<file path="config.mk">
export PLATFORM = sky130hd
export DESIGN_NAME = prr_refresh
export DESIGN_NICKNAME = d
export VERILOG_FILES = /design/src/rtl/prr_pkg.sv /design/src/rtl/prr_lut.sv /design/src/rtl/prr_refresh.sv
export SDC_FILE = /design/constraint.sdc
export NUM_CORES = 2
export LEC_CHECK = 0
export ABC_AREA = 1
export BUFFER_PORTS_ARGS = -buffer_cell sky130_fd_sc_hd__buf_2
export CORE_MARGIN = 3
export CORE_UTILIZATION = 30
export CTS_CLUSTER_DIAMETER = 60
export DETAILED_ROUTE_END_ITERATION = 7
export HOLD_SLACK_MARGIN = 0.1
export SYNTH_ARGS = -nofsm -noshare
export SYNTH_HDL_FRONTEND = slang
export SYNTH_HIERARCHICAL = 1
export SYNTH_SLANG_ARGS = --single-unit
</file>
<file path="constraint.sdc">
create_clock -name clk_in -period 3.15 [get_ports clk_in]
set_input_delay 0.4725 -clock clk_in [delete_from_list [all_inputs] [get_ports clk_in]]
set_output_delay 0.4725 -clock clk_in [all_outputs]
set_load 0.02 [all_outputs]
</file>
<file path="src/rtl/prr_pkg.sv">
package prr_pkg;
  // bits-per-pixel codes
  localparam logic [1:0] BPP_1 = 2'h0;
  localparam logic [1:0] BPP_2 = 2'h1;
  localparam logic [1:0] BPP_4 = 2'h2;
  localparam logic [1:0] BPP_8 = 2'h3;
  // pixel clock select codes
  localparam logic [1:0] PCS_DIV1 = 2'h0;
  localparam logic [1:0] PCS_DIV2 = 2'h1;
  localparam logic [1:0] PCS_DIV4 = 2'h2;
  localparam logic [1:0] PCS_DIV8 = 2'h3;
  // stride code zero stands for a full 256-byte stride
  localparam logic [7:0] STRIDE_ZERO_CODE = 8'h00;
  localparam logic [8:0] STRIDE_FULL = 9'h100;
  localparam int ADDR_W = 17;
  localparam logic [16:0] ADDR_RESET = 17'h00000;
  localparam logic [7:0] PIXEL_RESET = 8'h00;
  localparam logic [2:0] DIV_RESET = 3'h0;
  typedef enum logic [1:0] {PRR_IDLE, PRR_RUN} prr_state_t;
endpackage

</file>
<file path="src/rtl/prr_lut.sv">
`timescale 1ns/1ns
`default_nettype none
// 256-entry colour look-up memory, one per colour channel
module prr_lut #(
  parameter int DW = 4
) (
  // clock and reset
  input wire logic clk_in,
  input wire logic rst_n_in,
  // write port
  input wire logic wr_en_in,
  input wire logic [7:0] wr_idx_in,
  input wire logic [DW-1:0] wr_data_in,
  // read port
  input wire logic [7:0] rd_idx_in,
  output logic [DW-1:0] rd_data_out
);
  logic [DW-1:0] mem [0:255];
  logic [DW-1:0] rd_data_ff;

  always_ff @(posedge clk_in) begin
    if (wr_en_in) begin
      mem[wr_idx_in] <= wr_data_in;
    end
  end

  always_ff @(posedge clk_in or negedge rst_n_in) begin
    if (!rst_n_in) begin
      rd_data_ff <= '0;
    end else begin
      rd_data_ff <= mem[rd_idx_in];
    end
  end

  assign rd_data_out = rd_data_ff;
endmodule
`default_nettype wire

</file>
<file path="src/rtl/prr_refresh.sv">
`timescale 1ns/1ns
`default_nettype none
// Function
// RULE_01 - video inversion is applied to look-up output, never to its input
// RULE_02 - monochrome modes route every pixel through the green table only
// RULE_03 - host lays out default-mode rotated image with power-of-two width
// RULE_04 - host prefers default mode when its virtual image fits the buffer
// RULE_05 - default mode needs memory clock at least pixel clock
// RULE_06 - rotated refresh scans corners B, D, A, C of the written frame
// RULE_07 - refresh starts at start address; host loads corner B there
// RULE_08 - host sets default-mode stride to virtual image width in bytes
// RULE_09 - start address plus one pans image one byte horizontally
// RULE_10 - default mode pans vertically only in two-line steps
// RULE_11 - alternate mode needs memory clock twice the pixel clock
// RULE_12 - host sets alternate-mode stride to actual image width
// RULE_13 - alternate mode: adding stride to start pans one line
// RULE_14 - alternate mode pixel clock at most 12.5MHz from 25MHz input
// RULE_15 - split screen is disabled while any rotation mode is active
// RULE_16 - enable bit selects rotation; select bit picks default or alternate
// RULE_17 - stride code zero means 256 bytes, otherwise n bytes
// RULE_18 - two-bit select divides pixel and memory clocks per rotation mode
// RULE_19 - address steps by stride along a line, back one pixel per line
module prr_refresh #(
  parameter int LINE_PIX_W = 10,
  parameter int LINES_W = 10
) (
  // clock and reset
  input wire logic clk_in,
  input wire logic rst_n_in,
  // configuration
  input wire logic rot_enable_in,
  input wire logic rot_select_in,
  input wire logic [1:0] pclk_sel_in,
  input wire logic [7:0] line_byte_count_in,
  input wire logic [prr_pkg::ADDR_W-1:0] start_addr_in,
  input wire logic [LINE_PIX_W-1:0] line_pixels_in,
  input wire logic [LINES_W-1:0] frame_lines_in,
  input wire logic [1:0] bpp_in,
  input wire logic color_mode_in,
  input wire logic invert_in,
  input wire logic split_req_in,
  // frame control
  input wire logic frame_start_in,
  // look-up table load
  input wire logic lut_wr_en_in,
  input wire logic [1:0] lut_wr_sel_in,
  input wire logic [7:0] lut_wr_idx_in,
  input wire logic [3:0] lut_wr_data_in,
  // display buffer read
  output logic [prr_pkg::ADDR_W-1:0] mem_addr_out,
  output logic mem_rd_out,
  input wire logic [7:0] mem_data_in,
  // pixel output
  output logic [11:0] pixel_out,
  output logic pixel_valid_out,
  output logic pclk_en_out,
  output logic mclk_en_out,
  output logic split_active_out,
  output logic busy_out
);
  // ---------------------------------------------
  // mode and clock ratio decode
  // ---------------------------------------------
  wire rot_default = rot_enable_in && !rot_select_in; // RULE_16
  wire rot_alt = rot_enable_in && rot_select_in; // RULE_16
  assign split_active_out = split_req_in && !rot_enable_in; // RULE_15

  logic [2:0] div_ff;
  wire [2:0] pclk_mask = (pclk_sel_in == prr_pkg::PCS_DIV1) ? 3'h0 :
                         (pclk_sel_in == prr_pkg::PCS_DIV2) ? 3'h1 :
                         (pclk_sel_in == prr_pkg::PCS_DIV4) ? 3'h3 : 3'h7;
  // alternate mode: memory runs twice pixel rate; code 00 gives the same clk/2, clk as code 01
  wire [2:0] alt_pmask = (pclk_sel_in == prr_pkg::PCS_DIV1) ? 3'h1 : pclk_mask;
  wire [2:0] alt_mmask = (pclk_sel_in == prr_pkg::PCS_DIV1) ? 3'h0 : {1'b0, pclk_mask[2:1]};
  wire [2:0] pmask = rot_alt ? alt_pmask : (rot_default ? pclk_mask : 3'h0); // RULE_18
  wire [2:0] mmask = rot_alt ? alt_mmask : pmask; // RULE_18
  wire pclk_tick = (div_ff & pmask) == 3'h0;
  wire mclk_tick = (div_ff & mmask) == 3'h0;
  assign pclk_en_out = pclk_tick;
  assign mclk_en_out = mclk_tick;

  always_ff @(posedge clk_in or negedge rst_n_in) begin
    if (!rst_n_in) begin
      div_ff <= prr_pkg::DIV_RESET;
    end else begin
      div_ff <= div_ff + 3'h1;
    end
  end

  // ---------------------------------------------
  // rotated address generator
  // ---------------------------------------------
  // stride code 00 stands for a full 256 bytes
  wire [8:0] stride = (line_byte_count_in == prr_pkg::STRIDE_ZERO_CODE) ?
                      prr_pkg::STRIDE_FULL : {1'b0, line_byte_count_in}; // RULE_17
  // pixels per byte; a column step moves back one byte every ppb lines
  wire [3:0] ppb = (bpp_in == prr_pkg::BPP_1) ? 4'h8 :
                   (bpp_in == prr_pkg::BPP_2) ? 4'h4 :
                   (bpp_in == prr_pkg::BPP_4) ? 4'h2 : 4'h1;

  prr_pkg::prr_state_t state_ff, nxt_state;
  logic [prr_pkg::ADDR_W-1:0] line_base_ff, addr_ff;
  logic [LINE_PIX_W-1:0] pix_cnt_ff;
  logic [LINES_W-1:0] line_cnt_ff;
  logic [2:0] sub_ff; // pixel position inside the byte for this column
  logic [2:0] rd_sub_ff;
  logic rd_pend_ff, out_pend_ff;

  wire step = (state_ff == prr_pkg::PRR_RUN) && pclk_tick;
  wire line_end = pix_cnt_ff == line_pixels_in;
  wire frame_end = line_end && (line_cnt_ff == frame_lines_in);
  wire sub_last = ({1'b0, sub_ff} == ppb - 4'h1);
  wire [prr_pkg::ADDR_W-1:0] stride_ext = {{(prr_pkg::ADDR_W-9){1'b0}}, stride};
  // next column steps one pixel back toward corner A, corner order B-D-A-C
  wire [prr_pkg::ADDR_W-1:0] nxt_base = sub_last ?
      line_base_ff - {{(prr_pkg::ADDR_W-1){1'b0}}, 1'b1} : line_base_ff; // RULE_06 RULE_19

  always_comb begin
    nxt_state = state_ff;
    unique case (state_ff)
      prr_pkg::PRR_IDLE: if (frame_start_in && rot_enable_in) nxt_state = prr_pkg::PRR_RUN;
      prr_pkg::PRR_RUN: if ((step && frame_end) || !rot_enable_in) nxt_state = prr_pkg::PRR_IDLE;
    endcase
  end

  always_ff @(posedge clk_in or negedge rst_n_in) begin
    if (!rst_n_in) begin
      state_ff <= prr_pkg::PRR_IDLE;
      line_base_ff <= prr_pkg::ADDR_RESET;
      addr_ff <= prr_pkg::ADDR_RESET;
      pix_cnt_ff <= '0;
      line_cnt_ff <= '0;
      sub_ff <= '0;
    end else begin
      state_ff <= nxt_state;
      if (state_ff == prr_pkg::PRR_IDLE) begin
        // start address is corner B; panning is done purely by moving it
        line_base_ff <= start_addr_in; // RULE_07 RULE_09 RULE_10 RULE_13
        addr_ff <= start_addr_in; // RULE_07
        pix_cnt_ff <= '0;
        line_cnt_ff <= '0;
        sub_ff <= '0;
      end else if (step) begin
        if (line_end) begin
          pix_cnt_ff <= '0;
          line_cnt_ff <= line_cnt_ff + 1'b1;
          line_base_ff <= nxt_base; // RULE_19
          addr_ff <= nxt_base;
          sub_ff <= sub_last ? 3'h0 : sub_ff + 3'h1;
        end else begin
          pix_cnt_ff <= pix_cnt_ff + 1'b1;
          addr_ff <= addr_ff + stride_ext; // RULE_19
        end
      end
    end
  end

  assign mem_addr_out = addr_ff;
  assign mem_rd_out = step;
  assign busy_out = state_ff == prr_pkg::PRR_RUN;

  // ---------------------------------------------
  // pixel extraction
  // ---------------------------------------------
  // buffer data arrives registered; a second stage here would split it from its sub-position
  always_ff @(posedge clk_in or negedge rst_n_in) begin
    if (!rst_n_in) begin
      rd_pend_ff <= 1'b0;
      out_pend_ff <= 1'b0;
      rd_sub_ff <= '0;
    end else begin
      rd_pend_ff <= step;
      rd_sub_ff <= sub_ff;
      out_pend_ff <= rd_pend_ff;
    end
  end

  // leftmost pixel sits in the most significant bits of the byte
  logic [7:0] lut_idx;
  always_comb begin
    lut_idx = prr_pkg::PIXEL_RESET;
    unique case (bpp_in)
      prr_pkg::BPP_1: lut_idx = {7'h00, mem_data_in[3'h7 - rd_sub_ff]};
      prr_pkg::BPP_2: lut_idx = {6'h00, mem_data_in[(3'h3 - {1'b0, rd_sub_ff[1:0]}) * 2 +: 2]};
      prr_pkg::BPP_4: lut_idx = {4'h0, rd_sub_ff[0] ? mem_data_in[3:0] : mem_data_in[7:4]};
      prr_pkg::BPP_8: lut_idx = mem_data_in;
    endcase
  end

  // ---------------------------------------------
  // look-up and inversion
  // ---------------------------------------------
  logic [3:0] red_q, green_q, blue_q;
  prr_lut #(.DW(4)) u_red (
    .clk_in(clk_in), .rst_n_in(rst_n_in),
    .wr_en_in(lut_wr_en_in && lut_wr_sel_in == 2'h0), .wr_idx_in(lut_wr_idx_in),
    .wr_data_in(lut_wr_data_in), .rd_idx_in(lut_idx), .rd_data_out(red_q));
  prr_lut #(.DW(4)) u_green (
    .clk_in(clk_in), .rst_n_in(rst_n_in),
    .wr_en_in(lut_wr_en_in && lut_wr_sel_in == 2'h1), .wr_idx_in(lut_wr_idx_in),
    .wr_data_in(lut_wr_data_in), .rd_idx_in(lut_idx), .rd_data_out(green_q));
  prr_lut #(.DW(4)) u_blue (
    .clk_in(clk_in), .rst_n_in(rst_n_in),
    .wr_en_in(lut_wr_en_in && lut_wr_sel_in == 2'h2), .wr_idx_in(lut_wr_idx_in),
    .wr_data_in(lut_wr_data_in), .rd_idx_in(lut_idx), .rd_data_out(blue_q));

  // monochrome drives green on all three channels
  wire [11:0] lut_rgb = color_mode_in ? {red_q, green_q, blue_q} :
                        {green_q, green_q, green_q}; // RULE_02
  wire [11:0] shown = invert_in ? ~lut_rgb : lut_rgb; // RULE_01

  logic [11:0] pixel_ff;
  logic valid_ff;
  always_ff @(posedge clk_in or negedge rst_n_in) begin
    if (!rst_n_in) begin
      pixel_ff <= 12'h000;
      valid_ff <= 1'b0;
    end else begin
      pixel_ff <= shown;
      valid_ff <= out_pend_ff;
    end
  end

  assign pixel_out = pixel_ff;
  assign pixel_valid_out = valid_ff;
endmodule
`default_nettype wire

</file>
==> results.cfg <==
[yosys]
syn_inst = 12036
synth_warnings = 6
synth_xor_area_frac = 0.00266
syn-num-nets = 12131
synth-simple-area-share = 0.245
synthArstFlopShare = 0.0288
ys_types = 50
synthAdderAreaFrac = 0.00145
synth_ff_type = edfxtp_1
syn-mean-instance-area_um2 = 11.2
syn_area_um2 = 134000
synth_edf_count = 3072
synth_seq_cells = 3163
synth-compound-area-share = 0.00415
synth.yosys.seq_area_share = 0.704
synthMuxAreaShare = 0
synth_top_family_by_area = simple AND/OR/NAND/NOR gates

[place]
io_buffers = 114
place_area_um2 = 144000
place_congestion = 0.849
dp_hpwl_mm = 236

[timing]
worst_slew_pin_slew_ns = 0.955
setup_viol = 10
fin_ws_ns = -0.0738
finalSetupTns_ns = -0.452
grt_setup_unrepaired = true
max_freq_ghz = 0.310
fin_skew_ns = 0.0627
drv_slew = 0
period_minus_slack_ns = 3.22
fin_crit_sh = 1.02
relSlewSlack = 0.363
hold_viol = 0

[drt]
avgViaCountPerCell = 5.02
vias = 93877
first_iter_violations = 10369
ant_nets = 0
dr.pass1.iters = 6
drc = 0
wl_per_cell_um = 21.1
drt-total-wl_mm = 394

[global_routing]
grt_pass1_wl_mm = 575
grt_max_degree = 147
busiest_layer = met2
grt.overflow.total = 0
track_usage = 0.165
met2_usage = 0.275
grtUsageMet1 = 0.220
grt_pass1_vias = 90328
grtUsageMet3 = 0.0245
antenna_found_initial = 19

[final_layout]
syn2layout_area_growth_pct = 19.1
final_cell_mix = nand2_1 (3,635), edfxtp_1 (3,072), nand3_1 (2,806)
final_common_cell = nand2_1
final_cell_area_um2 = 160000
fillCellCount = 43268
drive_gt1_frac = 0.131
nets = 12583

[min_path]
hp-class = input pin to register
min_delay_path_depth = 1

[status]
violations = negative setup slack
status = finished, violations left

[floorplanning]
ios = 115
start_util = 0.301
die_area_um2 = 456000
die_x_um = 675
row_count = 245
die_h_um = 675
core_um2 = 446000

[setup_path]
worstPathCellList = inv_2 -> nand2_2 -> nand2_1 -> nor2_1 -> o31ai_1 -> nand2_1 -> o2111ai_4 -> buf_12 -> buf_16 -> buf_12 -> inv_16 -> buf_16 -> buf_8 -> nand2_1 -> nand3_1 -> nand3_1 -> nand3_1 -> nand3_2 -> nand2_1 -> nand2_1 -> nand3_4 -> nand3_2 -> nand2_1
cp_num_buf_inv = 7
crit_family = simple AND/OR/NAND/NOR gates
path_class = register to register
arrival_ns = 4.04
worst_setup_path_start_kind = register
crit_slowest_cell = dfrtp_1
critical_path_depth = 23
worstPathMaxFanout = 13
cp.required_ns = 3.97
reg2reg_depth = 23
end_kind = register
cp_slowest_stage_delay_ns = 0.42
crit_path_frequent_cell = nand2_1

[pwr]
p_comb_frac = 0.117
p_leak_nw = 56.7
power_frac_seq = 0.480
p_int_mw = 72.7
clockPowerShare = 0.404
swShare = 0.251
p_switching_mw = 24.4
powerDensity_nw_per_um2 = 607
ir_drop_mv = 0.500

[clock_tree]
clk_latency_ns = 0.95
cts_made_buffers = 344
cts_num_sinks = 3163
h-tree-depth = 5
root_buffer = clkbuf_16
path_clk_slew_ns = 0.06
clk_path_buf_depth = 4
cts_tree = yes

[job]
cap_violations = 0
==> power groups by stage <==
stage | combinational (mW) | sequential (mW) | clock, mW
3_3_place_gp | 9.72 | 47.5 | 0
2_1_floorplan | 5.91 | 47.4 | 0
5_1_grt | 12.3 | 46.6 | 41.6
6_report | 11.3 | 46.6 | 39.2
3_5_place_dp | 9.76 | 47.5 | 0
4_1_cts | 10.8 | 46.6 | 39.8
==> layer usage <==
metal  routed length [um]  vias up
met3                32000      716
met4                14300        2
met1               163000    46192
li1                     -    42910
met2               185000     4057
met5                   14        -
==> path summary, 6_finish.rpt <==
check	startpoint	to	slack [ns]
worst min-delay path	lut_wr_data_in[1]	u_red/mem[238][1]	0.17
worst min register to register	rd_pend_ff	out_pend_ff	0.35
worst max register to register	rd_sub_ff[0]	u_green/rd_data_out[2]	-0.07
worst max-delay path	rd_sub_ff[0]	u_green/rd_data_out[2]	-0.07
max in group asynchronous	rst_n_in	pixel_out[2]	1.90
min in group asynchronous	rst_n_in	u_red/rd_data_out[3]	0.57
==> synth_stat cells (17+ instances only) <==
master	instances	area, um^2
nand2_1	3690	13900
edfxtp_1	3072	92200
nand3_1	3016	15100
nor2_1	929	3490
buf_2	304	1520
inv_1	214	803
clkbuf_1	178	668
buf_6	149	1680
buf_4	107	803
dfrtp_1	91	2280
buf_1	50	188
xor2_1	36	315
a21oi_1	30	150
nor3_1	22	110
o21ai_0	17	85.1
o21ai_1	17	85.1
==> sequential cells by signal, summed over array words and instances (netlist names), 10 cells and up <==
signal and flops:
u_red/mem 1024, pixel_out 12, mem_addr_out 17, u_blue/mem 1024
line_base_ff 17, u_green/mem 1024, pix_cnt_ff 10, line_cnt_ff 10
==> kinds of logic (layout without fill, tap and decap cells) <==
group	count (synthesis)	after routing
compound gates	93	93
xor+xnor	40	40
fa+ha+maj	15	15
buf+inv	1025	1751
flops	3163	3163
other cells	0	6
simple gates	7700	7700
==> stage by stage <==
stage / setup WS [ns] / total power [mW] / utilization / instances / hold WS, ns
floorplan: 0.666 / 53.3 / - / 12036 / 0.177
global placement: -0.459 / 57.2 / 0.324 / 17907 / 0.337
detailed placement: -0.426 / 57.2 / 0.324 / 17907 / 0.335
CTS: -0.0456 / 97.2 / 0.355 / 18650 / 0.100
global route: -0.218 / 100 / 0.359 / 18693 / 0.124
finish: -0.0738 / 97.1 / 0.359 / 18696 / 0.167
==> area by class of cell <==
| cell class | count | area [um^2] | area share |
|---|---|---|---|
| Multi-Input combinational cell | 7848 | 35400 | 0.221 |
| Timing Repair inverter | 4 | 63.8 | 0.000399 |
| Antenna cell | 6 | 15.0 | 0.0000939 |
| Sequential cell | 3163 | 94500 | 0.591 |
| Inverter | 231 | 956 | 0.00598 |
| Clock buffer | 418 | 9040 | 0.0565 |
| Timing Repair Buffer | 896 | 10700 | 0.0667 |
| Clock inverter | 202 | 1900 | 0.0119 |
| Tap cell | 5928 | 7420 | 0.0464 |
==> repair_timing <==
action / CTS / global route
hold buffers: 32 / 0
cloned: 41 / 26
endpoints found under the hold margin: 194 / 0
setup buffers: 50 / 16
endpoints found under the setup margin: 12 / 12
pin swaps: 47 / 67
resized for setup: 250 / 181
Note: power is estimated with default switching activity, not from simulation.
